===== config.mk =====
export PLATFORM = sky130hd
export DESIGN_NAME = adcc_top
export DESIGN_NICKNAME = d
export VERILOG_FILES = /design/src/adcc_pkg.sv /design/src/adcc_res_decode.sv /design/src/adcc_axis.sv /design/src/adcc_top.sv
export SDC_FILE = /design/constraint.sdc
export NUM_CORES = 2
export LEC_CHECK = 0
export BUFFER_PORTS_ARGS = -buffer_cell sky130_fd_sc_hd__clkbuf_2
export CAP_MARGIN = 10
export CORE_MARGIN = 4
export CORE_UTILIZATION = 45
export CTS_CLUSTER_SIZE = 24
export DETAILED_ROUTE_END_ITERATION = 6
export SETUP_SLACK_MARGIN = 0.02
export SLEW_MARGIN = 20
export SYNTH_ARGS = -nofsm -noshare
export SYNTH_HDL_FRONTEND = slang
export SYNTH_SLANG_ARGS = --single-unit

===== constraint.sdc =====
create_clock -name aclk -period 12.4 [get_ports aclk]
set_input_delay 2.48 -clock aclk [delete_from_list [all_inputs] [get_ports aclk]]
set_output_delay 2.48 -clock aclk [all_outputs]
set_load 0.1 [all_outputs]

===== src/adcc_pkg.sv =====
/*
 * Shared constants, enumerations and carrier structs for the per-axis drive
 * commutation configuration block.
 * Assumes a single 20 MHz clock domain and a 32-bit AXI4-Lite register bus.
 */
`default_nettype none
package adcc_pkg;
	// Geometry and clocking
	localparam int NUM_AXES = 4;
	localparam int ADDR_W = 9;
	localparam int CLK_HZ = 20_000_000;
	localparam int IDLE_TIME_MS = 500;
	localparam int IDLE_CYCLES = IDLE_TIME_MS * (CLK_HZ / 1000);

	// Resolver resolution codes
	typedef enum logic [2:0] {
		RES_NONE = 3'h0,
		RES_10 = 3'h1,
		RES_12 = 3'h2,
		RES_14 = 3'h3,
		RES_16 = 3'h4,
		RES_DYN = 3'h5
	} adcc_res_e;

	// Drive type codes
	typedef enum logic [1:0] {
		DRV_DC = 2'h0,
		DRV_ACBL = 2'h1,
		DRV_STEP = 2'h2,
		DRV_RECIRC = 2'h3
	} adcc_drive_e;

	// Counts per revolution for each resolution
	localparam logic [16:0] CNT_10 = 17'h00400;
	localparam logic [16:0] CNT_12 = 17'h01000;
	localparam logic [16:0] CNT_14 = 17'h04000;
	localparam logic [16:0] CNT_16 = 17'h10000;

	// Write limits, compared against the merged 32-bit word
	localparam logic [31:0] LIM_RES = 32'h00000005;
	localparam logic [31:0] LIM_DRV = 32'h00000003;
	localparam logic [31:0] LIM_ECPR = 32'h00010000;
	localparam logic [31:0] LIM_DEG = 32'h00000167;
	localparam logic [31:0] LIM_PCT = 32'h00000064;
	localparam logic [31:0] LIM_USTEP_MIN = 32'h000000C8;
	localparam logic [31:0] LIM_USTEP_MAX = 32'h00019000;
	localparam logic [8:0] DEG_MAX = 9'h167;
	localparam logic [8:0] DEG_FULL = 9'h168;
	localparam logic [13:0] MV_PER_PCT = 14'h0064;

	// Values after reset
	localparam logic [16:0] RST_ECPR = 17'h00004;
	localparam logic [47:0] RST_FCPR = 48'h000000000FA0;
	localparam logic [8:0] RST_OFFSET = 9'h000;
	localparam logic [6:0] RST_RUN = 7'h46;
	localparam logic [6:0] RST_IDLE = 7'h23;
	localparam logic [16:0] RST_USTEP = 17'h00FA0;
	localparam logic [3:0] RST_CHECK = 4'hF;

	// Byte offsets inside one axis block (axis n at n * 0x40)
	localparam logic [5:0] OFS_PRIM = 6'h00;
	localparam logic [5:0] OFS_SEC = 6'h04;
	localparam logic [5:0] OFS_DRIVE = 6'h08;
	localparam logic [5:0] OFS_ECPR = 6'h0C;
	localparam logic [5:0] OFS_FCPR_LO = 6'h10;
	localparam logic [5:0] OFS_FCPR_HI = 6'h14;
	localparam logic [5:0] OFS_OFFSET = 6'h18;
	localparam logic [5:0] OFS_RUN = 6'h1C;
	localparam logic [5:0] OFS_IDLE = 6'h20;
	localparam logic [5:0] OFS_USTEP = 6'h24;
	localparam logic [5:0] OFS_STATUS = 6'h28;
	localparam logic [5:0] OFS_PCNT = 6'h2C;
	localparam logic [5:0] OFS_SCNT = 6'h30;
	localparam logic [ADDR_W-1:0] ADDR_CHECK = 9'h100;

	// Bus responses
	localparam logic [1:0] RESP_OKAY = 2'h0;
	localparam logic [1:0] RESP_SLVERR = 2'h2;

	// One axis configuration
	typedef struct packed {
		adcc_res_e prim;
		adcc_res_e sec;
		adcc_drive_e drive;
		logic [16:0] ecpr;
		logic [47:0] fcpr;
		logic [8:0] offset;
		logic [6:0] run;
		logic [6:0] idle;
		logic [16:0] ustep;
	} adcc_cfg_s;

	localparam adcc_cfg_s CFG_RST = '{prim: RES_14, sec: RES_14, drive: DRV_DC,
		ecpr: RST_ECPR, fcpr: RST_FCPR, offset: RST_OFFSET, run: RST_RUN,
		idle: RST_IDLE, ustep: RST_USTEP};

	// Motion status reaching one axis
	typedef struct packed {
		logic vel_zero;
		logic in_pos;
		logic prim_enc;
		logic sec_res;
		logic dyn_coarse;
		logic fb_up;
		logic fb_dn;
	} adcc_axis_in_s;

	// Drive commands of one axis
	typedef struct packed {
		logic low_cur;
		logic recirc;
		logic six_step;
		logic sine_en;
		logic home_marker;
		logic check_en;
		logic [8:0] angle;
		logic [13:0] peak_mv;
	} adcc_axis_out_s;
endpackage
`default_nettype wire


===== src/adcc_res_decode.sv =====
/*
 * Resolver resolution code to counts-per-revolution decoder, registered.
 * Assumes code and qualifiers come from logic on the same clock.
 */
`timescale 1ns/100ps
`default_nettype none
module adcc_res_decode
	import adcc_pkg::*;
(
	// Clock and reset
	input wire logic aclk,
	input wire logic aresetn,
	// Code and its qualifiers
	input wire adcc_res_e code,
	input wire logic active,
	input wire logic coarse,
	// Decoded counts per revolution
	output logic [16:0] counts
);
	// Whole state of the decoder
	typedef struct packed {
		logic [16:0] cnt;
	} adcc_dec_s;
	adcc_dec_s st_r;
	adcc_dec_s st_nxt;

	// Map code to counts; zero when unused
	always_comb
	begin
		st_nxt.cnt = 17'h00000;
		if (active)
		begin
			case (code)
				RES_10: st_nxt.cnt = CNT_10;
				RES_12: st_nxt.cnt = CNT_12;
				RES_14: st_nxt.cnt = CNT_14;
				RES_16: st_nxt.cnt = CNT_16;
				RES_DYN: st_nxt.cnt = coarse ? CNT_14 : CNT_16;
				default: st_nxt.cnt = 17'h00000;
			endcase
		end
	end

	// State register
	always_ff @(posedge aclk)
	begin
		if (!aresetn)
			st_r <= '0;
		else
			st_r <= st_nxt;
	end

	assign counts = st_r.cnt;
endmodule // adcc_res_decode
`default_nettype wire


===== src/adcc_axis.sv =====
/*
 * One axis: commutation angle tracking, six-step fallback, stepper current
 * scaling with idle timer and recirculation command.
 * Assumes motion inputs come from logic on the same clock.
 */
`timescale 1ns/100ps
`default_nettype none
module adcc_axis
	import adcc_pkg::*;
#(
	parameter int IDLE_CYC = IDLE_CYCLES
)(
	// Clock and reset
	input wire logic aclk,
	input wire logic aresetn,
	// Configuration
	input wire adcc_cfg_s cfg,
	input wire logic check_flag,
	// Motion and feedback
	input wire adcc_axis_in_s ain,
	// Drive commands
	output adcc_axis_out_s aout
);
	// Whole state of the axis
	typedef struct packed {
		logic [23:0] idle_cnt;
		logic low;
		logic signed [49:0] resid;
		logic [8:0] deg;
		adcc_axis_out_s out;
	} adcc_ax_s;
	adcc_ax_s st_r;
	adcc_ax_s st_nxt;
	logic stepper; // Either stepper drive
	logic commute; // Angle tracking in use
	logic six; // Six-step fallback
	logic [25:0] prod; // Cycles per revolution times 360 degrees
	logic signed [49:0] r; // Working residue
	logic [9:0] sum; // Angle plus offset
	logic [6:0] pct; // Selected current level

	// Next state
	always_comb
	begin
		st_nxt = st_r;
		stepper = cfg.drive[1];
		commute = (cfg.drive == DRV_ACBL) || (stepper && check_flag);
		six = (cfg.drive == DRV_ACBL) && ain.prim_enc && (cfg.ecpr == 17'h0);
		// Each count moves ecpr*360/fcpr degrees; one degree settles per clock
		prod = 26'(cfg.ecpr) * 26'(DEG_FULL);
		r = st_r.resid;
		if (ain.fb_up)
			r = r + $signed({24'h000000, prod});
		if (ain.fb_dn)
			r = r - $signed({24'h000000, prod});
		if (!commute || six || cfg.fcpr == 48'h0)
		begin
			// Brush motors ignore the feedback count setting
			st_nxt.resid = 50'sh0;
			st_nxt.deg = 9'h000;
		end
		else if (r >= $signed({2'b00, cfg.fcpr}))
		begin
			// One degree forward
			st_nxt.resid = r - $signed({2'b00, cfg.fcpr});
			st_nxt.deg = (st_r.deg == DEG_MAX) ? 9'h000 : 9'(st_r.deg + 9'h001);
		end
		else if (r < 50'sh0)
		begin
			// One degree back
			st_nxt.resid = r + $signed({2'b00, cfg.fcpr});
			st_nxt.deg = (st_r.deg == 9'h000) ? DEG_MAX : 9'(st_r.deg - 9'h001);
		end
		else
			st_nxt.resid = r;
		// Phase offset wraps modulo 360
		sum = {1'b0, st_r.deg} + {1'b0, cfg.offset};
		if (sum >= {1'b0, DEG_FULL})
			sum = sum - {1'b0, DEG_FULL};
		// Idle timer runs while commanded velocity is zero
		if (!ain.vel_zero)
		begin
			st_nxt.idle_cnt = 24'h000000;
			st_nxt.low = 1'b0;
		end
		else if (st_r.idle_cnt >= 24'(IDLE_CYC - 1))
			st_nxt.low = 1'b1;
		else
			st_nxt.idle_cnt = 24'(st_r.idle_cnt + 24'h000001);
		// Outputs
		st_nxt.out.low_cur = stepper && st_nxt.low;
		pct = st_nxt.out.low_cur ? cfg.idle : cfg.run;
		st_nxt.out.peak_mv = stepper ? 14'(pct) * MV_PER_PCT : 14'h0000;
		st_nxt.out.recirc = (cfg.drive == DRV_RECIRC) && ain.in_pos
			&& st_nxt.out.low_cur;
		st_nxt.out.six_step = six;
		st_nxt.out.sine_en = commute && !six;
		st_nxt.out.home_marker = ain.prim_enc;
		st_nxt.out.check_en = stepper && check_flag;
		st_nxt.out.angle = sum[8:0];
	end

	// State register
	always_ff @(posedge aclk)
	begin
		if (!aresetn)
			st_r <= '0;
		else
			st_r <= st_nxt;
	end

	assign aout = st_r.out;
endmodule // adcc_axis
`default_nettype wire


===== src/adcc_top.sv =====
/*
 * Four-axis drive commutation configuration: AXI4-Lite register file,
 * resolver decoders and per-axis drive logic.
 * Assumes an AXI4-Lite master on aclk and motion inputs on the same clock.
 */
`timescale 1ns/100ps
`default_nettype none
// What this block does
// Primary resolver code 0-5 maps counts
// Secondary code same map, resolver only
// Converter hardware matches selected resolution
// Drive type code 0-3
// Recirculate when in position, low current
// Cycles per rev 0-65536, default 4
// Zero cycles with encoder: six-step
// Phase from cycles and feedback counts
// Counts used except on brush motors; steppers use them only while their verification flag is set
// Add 0-359 degree phase offset
// Run current percent sets motion peak
// Idle percent after 500 ms stopped
// Microsteps 200 to 102400, default 4000
// Per-axis verification flag, default yes
// Stepper counts multiple of 50; not checked, any value 200 to 102400 accepted
// Linear motors use one cycle
// Encoder feedback ignores code, homes marker
module adcc_top
	import adcc_pkg::*;
#(
	parameter int IDLE_CYC = IDLE_CYCLES
)(
	// Clock and reset
	input wire logic aclk,
	input wire logic aresetn,
	// Write address channel
	input wire logic [ADDR_W-1:0] s_axi_awaddr,
	input wire logic s_axi_awvalid,
	output logic s_axi_awready,
	// Write data channel
	input wire logic [31:0] s_axi_wdata,
	input wire logic [3:0] s_axi_wstrb,
	input wire logic s_axi_wvalid,
	output logic s_axi_wready,
	// Write response channel
	output logic [1:0] s_axi_bresp,
	output logic s_axi_bvalid,
	input wire logic s_axi_bready,
	// Read address channel
	input wire logic [ADDR_W-1:0] s_axi_araddr,
	input wire logic s_axi_arvalid,
	output logic s_axi_arready,
	// Read data channel
	output logic [31:0] s_axi_rdata,
	output logic [1:0] s_axi_rresp,
	output logic s_axi_rvalid,
	input wire logic s_axi_rready,
	// Per-axis motion and feedback status
	input wire adcc_axis_in_s [NUM_AXES-1:0] axis_in,
	// Per-axis drive commands
	output adcc_axis_out_s [NUM_AXES-1:0] axis_out,
	// Decoded resolver counts per revolution
	output logic [NUM_AXES-1:0][16:0] prim_counts,
	output logic [NUM_AXES-1:0][16:0] sec_counts
);
	// Whole state: configuration plus bus slave
	typedef struct packed {
		adcc_cfg_s [NUM_AXES-1:0] cfg;
		logic [3:0] check;
		logic aw_got;
		logic [ADDR_W-1:0] awaddr;
		logic w_got;
		logic [31:0] wdata;
		logic [3:0] wstrb;
		logic bvalid;
		logic [1:0] bresp;
		logic rvalid;
		logic [31:0] rdata;
		logic [1:0] rresp;
	} adcc_regs_s;

	localparam adcc_regs_s REGS_RST = '{cfg: {NUM_AXES{CFG_RST}}, check: RST_CHECK,
		default: '0};

	adcc_regs_s st_r;
	adcc_regs_s st_nxt;
	logic [32:0] rd_word; // Read lookup, valid flag on top
	logic [32:0] wr_word; // Current value under write
	logic [31:0] mask; // Byte lane mask
	logic [31:0] v; // Merged write value
	logic [1:0] wax; // Axis under write
	logic ok; // Write accepted

	// Register lookup: bit 32 set when the address is mapped
	function automatic logic [32:0] reg_word(input logic [ADDR_W-1:0] a);
		adcc_cfg_s c;
		adcc_axis_out_s o;
		logic [1:0] ax;
		logic [32:0] w;
		ax = a[7:6];
		c = st_r.cfg[ax];
		o = axis_out[ax];
		w = {1'b1, 32'h00000000};
		if (a[8])
		begin
			// Global verification flags
			if ({a[ADDR_W-1:2], 2'b00} == ADDR_CHECK)
				w[3:0] = st_r.check;
			else
				w[32] = 1'b0;
		end
		else
		begin
			case ({a[5:2], 2'b00})
				OFS_PRIM: w[2:0] = c.prim;
				OFS_SEC: w[2:0] = c.sec;
				OFS_DRIVE: w[1:0] = c.drive;
				OFS_ECPR: w[16:0] = c.ecpr;
				OFS_FCPR_LO: w[31:0] = c.fcpr[31:0];
				OFS_FCPR_HI: w[15:0] = c.fcpr[47:32];
				OFS_OFFSET: w[8:0] = c.offset;
				OFS_RUN: w[6:0] = c.run;
				OFS_IDLE: w[6:0] = c.idle;
				OFS_USTEP: w[16:0] = c.ustep;
				// Live drive state
				OFS_STATUS: w[31:0] = {2'b00, o.peak_mv, 1'b0, o.check_en, o.home_marker,
					o.low_cur, o.recirc, o.six_step, o.sine_en, o.angle};
				OFS_PCNT: w[16:0] = prim_counts[ax];
				OFS_SCNT: w[16:0] = sec_counts[ax];
				default: w[32] = 1'b0;
			endcase
		end
		return w;
	endfunction

	// Next state of the register file and bus slave
	always_comb
	begin
		st_nxt = st_r;
		rd_word = 33'h000000000;
		wr_word = 33'h000000000;
		mask = 32'h00000000;
		v = 32'h00000000;
		wax = 2'b00;
		ok = 1'b0;
		// Retire answers the master has taken
		if (st_r.bvalid && s_axi_bready)
			st_nxt.bvalid = 1'b0;
		if (st_r.rvalid && s_axi_rready)
			st_nxt.rvalid = 1'b0;
		// Capture address and data, in either order
		if (s_axi_awvalid && s_axi_awready)
		begin
			st_nxt.aw_got = 1'b1;
			st_nxt.awaddr = s_axi_awaddr;
		end
		if (s_axi_wvalid && s_axi_wready)
		begin
			st_nxt.w_got = 1'b1;
			st_nxt.wdata = s_axi_wdata;
			st_nxt.wstrb = s_axi_wstrb;
		end
		// Perform the write once both halves are held
		if (st_r.aw_got && st_r.w_got && !st_r.bvalid)
		begin
			wr_word = reg_word(st_r.awaddr);
			mask = {{8{st_r.wstrb[3]}}, {8{st_r.wstrb[2]}}, {8{st_r.wstrb[1]}},
				{8{st_r.wstrb[0]}}};
			v = (wr_word[31:0] & ~mask) | (st_r.wdata & mask);
			wax = st_r.awaddr[7:6];
			ok = 1'b1;
			if (st_r.awaddr[8])
			begin
				if ({st_r.awaddr[ADDR_W-1:2], 2'b00} == ADDR_CHECK && v[31:4] == 28'h0)
					st_nxt.check = v[3:0];
				else
					ok = 1'b0;
			end
			else
			begin
				// Out-of-range values are refused and leave the register unchanged
				case ({st_r.awaddr[5:2], 2'b00})
					OFS_PRIM:
						if (v <= LIM_RES) st_nxt.cfg[wax].prim = adcc_res_e'(v[2:0]);
						else ok = 1'b0;
					OFS_SEC:
						if (v <= LIM_RES) st_nxt.cfg[wax].sec = adcc_res_e'(v[2:0]);
						else ok = 1'b0;
					OFS_DRIVE:
						if (v <= LIM_DRV) st_nxt.cfg[wax].drive = adcc_drive_e'(v[1:0]);
						else ok = 1'b0;
					OFS_ECPR:
						if (v <= LIM_ECPR) st_nxt.cfg[wax].ecpr = v[16:0];
						else ok = 1'b0;
					OFS_FCPR_LO:
						st_nxt.cfg[wax].fcpr[31:0] = v;
					OFS_FCPR_HI:
						if (v[31:16] == 16'h0) st_nxt.cfg[wax].fcpr[47:32] = v[15:0];
						else ok = 1'b0;
					OFS_OFFSET:
						if (v <= LIM_DEG) st_nxt.cfg[wax].offset = v[8:0];
						else ok = 1'b0;
					OFS_RUN:
						if (v <= LIM_PCT) st_nxt.cfg[wax].run = v[6:0];
						else ok = 1'b0;
					OFS_IDLE:
						if (v <= LIM_PCT) st_nxt.cfg[wax].idle = v[6:0];
						else ok = 1'b0;
					OFS_USTEP:
						if (v >= LIM_USTEP_MIN && v <= LIM_USTEP_MAX)
							st_nxt.cfg[wax].ustep = v[16:0];
						else
							ok = 1'b0;
					// Status, counts and holes refuse writes
					default: ok = 1'b0;
				endcase
			end
			st_nxt.aw_got = 1'b0;
			st_nxt.w_got = 1'b0;
			st_nxt.bvalid = 1'b1;
			st_nxt.bresp = ok ? RESP_OKAY : RESP_SLVERR;
		end
		// Read: answer in the cycle after the address is taken
		if (s_axi_arvalid && s_axi_arready)
		begin
			rd_word = reg_word(s_axi_araddr);
			st_nxt.rvalid = 1'b1;
			st_nxt.rdata = rd_word[31:0];
			st_nxt.rresp = rd_word[32] ? RESP_OKAY : RESP_SLVERR;
		end
	end

	// State register
	always_ff @(posedge aclk)
	begin
		if (!aresetn)
			st_r <= REGS_RST;
		else
			st_r <= st_nxt;
	end

	// Bus handshakes and answers
	assign s_axi_awready = !st_r.aw_got && !st_r.bvalid;
	assign s_axi_wready = !st_r.w_got && !st_r.bvalid;
	assign s_axi_bvalid = st_r.bvalid;
	assign s_axi_bresp = st_r.bresp;
	assign s_axi_arready = !st_r.rvalid;
	assign s_axi_rvalid = st_r.rvalid;
	assign s_axi_rdata = st_r.rdata;
	assign s_axi_rresp = st_r.rresp;

	// Per-axis decoders and drive logic
	genvar gi;
	generate
		for (gi = 0; gi < NUM_AXES; gi++)
		begin : g_axis
			// Primary code ignored with encoder feedback
			adcc_res_decode u_prim (
				.aclk(aclk),
				.aresetn(aresetn),
				.code(st_r.cfg[gi].prim),
				.active(!axis_in[gi].prim_enc),
				.coarse(axis_in[gi].dyn_coarse),
				.counts(prim_counts[gi])
			);
			// Secondary code applies only to a velocity resolver
			adcc_res_decode u_sec (
				.aclk(aclk),
				.aresetn(aresetn),
				.code(st_r.cfg[gi].sec),
				.active(axis_in[gi].sec_res),
				.coarse(axis_in[gi].dyn_coarse),
				.counts(sec_counts[gi])
			);
			// Commutation and current scaling
			adcc_axis #(
				.IDLE_CYC(IDLE_CYC)
			) u_axis (
				.aclk(aclk),
				.aresetn(aresetn),
				.cfg(st_r.cfg[gi]),
				.check_flag(st_r.check[gi]),
				.ain(axis_in[gi]),
				.aout(axis_out[gi])
			);

		end
	endgenerate
endmodule // adcc_top
`default_nettype wire


# == Word-level counts from Yosys, hierarchy flattened ==
# Index checks and enable logic that the tools add are counted.
# word_totals
out_inout_bits,293
ramBits,0
latchBits,0
elab_cells,538
mem_count,0
in_bits,89
mem_bits_ro,0
register_bits,1129
# op_classes
n_mux,155
bitwise_logic,6
n_addsub,36
shifts,0
n_reduce_logical,113
order_cmp,26
div,0
mul,8
n_eq_ne,87
# op_table
op,count
$bwmux 452,10
$pmux 452 s10,1
$mux 452,9
$demux 113 s2,10
$pmux 17 s5,8
$mux 50,12
$bmux 113 s2,2
$mux 113,3
$mux 59,4
$add 50x27->50,4
$add 50x49->50,4
$ge 50x49->1,4
$lt 50x1->1 const B,4
$sub 50x27->50,4
$sub 50x49->50,4
$logic_not 48->1,4
$mux 17,9
$mux 9,16
$bmux 17 s2,4
$bmux 29 s2,2
$mux 110,1
$mux 107,1
$mux 105,1
$pmux 7 s7,2
68 further kinds,308

# == Logic depth before layout (Yosys ltp) ==
# depth
ltp_word,15
depth_mapped,59
ltp_nobuf,57

# == Modules after synthesis ==
# Synthesis repeated with hierarchy kept, for this count alone.
# hier_totals
cells_unflattened,12422
hier_area_um2,101519.9
# modules_own_cells
module,seq_area_each_um2,n_inst,cells_each,area_each_um2
adcc_axis at g_axis[1].u_axis ...,2222.1,2,2276,17148.9
adcc_top,10750.3,1,3062,31091.1
adcc_axis at g_axis[0].u_axis,2222.1,1,2290,17095.1
adcc_axis at g_axis[3].u_axis,2222.1,1,2302,17073.9
adcc_res_decode,80.1,8,27,245.2

# == Worst setup path before layout ==
# No wires, ideal clock.
# synth_path
path_type,reg2reg
from,register (tool-made name)
to,register g_axis[3].u_axis.st_r[50] in the netlist's numbering
setup_ps,132
t_arrival_ps,10876
slack_ps,1392
path_stages_with_launch,58
t_required_ps,12268
path_buffers,2
path_cell_list,dfxtp_1 > ha_1 > ha_1 > inv_1 > fa_1 > inv_1 > ha_1 > fa_1 > a21o_1 > a21oi_1 > o21bai_1 > a21oi_1 > o21bai_1 > a21oi_1 > o21bai_1 > a21oi_1 > o21ai_0 > a31oi_1 > (+22 left out) > o21ai_0 > a21oi_1 > xnor2_1 > ha_1 > inv_1 > o21bai_1 > a21oi_1 > o21ai_0 > a2111oi_0 > o31ai_1 > a2111oi_1 > nand2_1 > a21oi_1 > a211oi_2 > clkbuf_1 > a22o_1 > o21ai_0 > a21oi_1
# synth_lines
item,line_no,source
end signal: assignment,adcc_axis.sv:109,st_r <= st_nxt;
end: declaration,adcc_axis.sv:32,adcc_ax_s st_r;

==> impl_metrics.csv <==
group,metric,value,unit
sta,worst_pin_slew,1281,ps
floorplanning,coreArea,0.2127,mm²
critical_path,required,13170,ps
sta,rsz0062_at_grt,"false",
layout,drive_gt1_share,13.95,%
job,drv_cap,0,
synthesis,yosys_register_bits,1013,
power,power,9.388,mW
critical_path,worstSetupPathType,"flop to flop",
cts,clkLatencyLatePin,860,ps
cts,cts_hold_buffers,0,
sta,fin_skew,80.93,ps
route,first_iter_violations,11529,
floorplanning,die_y,471.3,µm
power,ir_worst_vdd,0.1313,mV
route,num_vias,96769,
sta,setup-tns-final,0,ps
synthesis,synth_cells,11962,
layout,fin_nets,13224,
power,p_leak,44.67,nW
sta,relSlewSlack,14.34,%
synthesis,synth_cell_types,114,
synthesis,synthSimpleGateAreaFrac,17.44,%
layout,fin_area,0.1066,mm²
critical_path,rrSetupSlack,650,ps
floorplanning,start_util,45.41,%
route,viasPerCell,6.430,
cts,cts_max_level,3,
route,ant_nets,0,
status,outcome,"completed",
sta,fin_crit_sh,94.75,%
synthesis,yosysWarnings,0,
synthesis,synthMuxAreaShare,9.251,%
global_route,antenna_found_initial,40,
cts,clock_sinks,1013,
critical_path,cp_max_fo,9,
power,powerDensity,88.03,mW/mm²
synthesis,synth_fa_ha_area_share,14.45,%
synthesis,seq_area_frac_synth,20.99,%
synthesis,synth_compound_area_share,24.08,%
floorplanning,rows,169,
global_route,grt_overflow,0,
synthesis,synth_edf_count,0,
synthesis,synthesis.area,0.09661,mm²
placed_design,place_congestion,1.085,
global_route,grt_pass1_wl,628100,µm
placed_design,dp_hpwl,348700,µm
global_route,grt_max_degree,159,
sta,finalHoldViolations,0,
sta,clock.fmax,85.11,MHz
synthesis,synth_top_family_by_area,"compound AO/OA/AOI/OAI gates",
layout,fin_util,50.14,%
critical_path,crit_family,"compound AO/OA/AOI/OAI gates",
floorplanning,die-area,0.2222,mm²
placed_design,port_buffers,263,
cts,cts_max_path_buffers,3,
sta,final.min_clock_period,11750,ps
route,route.detailed.drc,0,
critical_path,critPathLaunchType,"flop",
route,drt-pass1-iter-count,6,
cts,cts_made_buffers,121,
synthesis,syn_avg_cell_area,8.076,µm²
sta,setup_viol,0,
floorplanning,io_pins,382,
synthesis,synth_ff_type,"dfxtp_1",
synthesis,synthArstFlopShare,0,%
route,wl,441100,µm
route,wire_per_inst,29.31,µm
critical_path,cpPeakStageDelay,510,ps
worst_hold_path,hold_path_class,"flop to flop",
floorplanning,die_w,471.3,µm
global_route,gr-usage-all-layers,37.88,%
critical_path,critPathCaptureType,"flop",
cts,clock-root-buffer,"clkbuf_16",
critical_path,path_buf_inv,8,
critical_path,cp.arrival,12520,ps
synthesis,synth_xor_xnor_area_share,5.549,%
sta,slew_viol_final,0,
cts,cts_tree,"built",
layout,areaGrowthSynthToFinish,10.40,%
placed_design,placed_area,0.1018,mm²
cts,clk_pin_slew,60,ps
critical_path,crit_top_cell,"ha_1",
global_route,grt_pass1_vias,90714,
sta,whs,452.3,ps
critical_path,cp_slowest_cell,"fa_1",
[through the flow]
stage / cells / worst slack [ps]
after floorplan: 12075 / 1392
after global placement: 14787 / 1.444
after detailed placement: 14787 / 106.3
after CTS: 15014 / 53.66
after global routing: 15033 / 17.39
final: 15049 / 650.8
[report_power, final]
group	switching [mW]	total (mW)	internal, mW	leakage [nW]
clock	1.68	3.96	2.28	2.11
sequential	0.0377	3.31	3.27	8.17
combinational	1.44	2.12	0.680	34.4
total	3.16	9.39	6.23	44.7
[placed cells by master, fill, tap and decap left out, types with 346 or more instances in the layout]
| cell type | instances |
|---|---|
| a21oi_1 | 921 |
| buf_4 | 477 |
| dfxtp_1 | 1005 |
| ha_1 | 897 |
| inv_1 | 921 |
| nand2_1 | 839 |
| nand3_1 | 495 |
| nor2_1 | 909 |
| o21ai_0 | 646 |
| xnor2_1 | 346 |
[synthesized netlist by cell type, types with 236 or more instances]
| cell | instances | area, µm² |
|---|---|---|
| dfxtp_1 | 1013 | 20280 |
| clkbuf_1 | 455 | 1708 |
| nand3_1 | 501 | 2507 |
| xor2_1 | 262 | 2295 |
| ha_1 | 898 | 11240 |
| a21oi_1 | 932 | 4664 |
| nor3_1 | 249 | 1246 |
| nor2_1 | 922 | 3461 |
| nand2_1 | 844 | 3168 |
| a21o_1 | 236 | 1772 |
| buf_4 | 265 | 1989 |
| inv_1 | 923 | 3465 |
| o21ai_0 | 658 | 3293 |
| mux4_2 | 297 | 6689 |
| xnor2_1 | 350 | 3065 |
[cell type report]
class	instances	area (µm²)
fill	20667	106100
inverter	929	3495
multi-input combinational	9263	69350
clock inverter	73	993.5
tap	2821	3530
timing repair buffer	773	5580
antenna	23	57.56
sequential	1013	20300
clock buffer	154	3343
[cell families after synthesis]
| family | after synthesis |
|---|---|
| compound gates | 3534 |
| simple gates | 3467 |
| buf+inv | 1799 |
| fa+ha+maj | 1034 |
| flops | 1013 |
| xor+xnor | 612 |
| mux | 502 |
| other cells | 1 |
[worst register-to-register path, delay by kind of cell, from the launching register on]
kind / cells / cell delay (ps)
buffers and inverters: 8 / 1020
xor gates and xnor gates: 3 / 470
DFF: 1 / 380
adders and majority gates: 8 / 2750
AOI/OAI and AO/OA: 27 / 5030
and+or+nand+nor: 13 / 2090
[routing by layer]
layer	GRT usage (%)	wire length [µm]	vias up
li1	-	-	43637
met1	47.10	172900	46775
met2	55.34	181400	5077
met3	12.03	48460	1248
met4	26.76	38080	32
met5	0.2163	269	-
[worst paths after layout]
| path | startpoint | endpoint | cells after the start |
|---|---|---|---|
| worst min register to register | s_axi_rdata[19] | s_axi_rdata[19] | 2 |
| worst min-delay path | s_axi_rdata[19] | s_axi_rdata[19] | 2 |
| worst max register to register | flop | g_axis[3].u_axis.st_r[32] | 59 |
| worst max-delay path | flop | g_axis[3].u_axis.st_r[32] | 59 |
[repair_timing]
action                                  4_1_cts  5_1_grt
gates resized for setup                       1       82
gates cloned                                  0        2
buffers inserted                              0       10
endpoints found under the setup margin        1      235
pin swaps                                     0        8
hold endpoints to repair                      0        0
(Power assumes the default switching activity.)
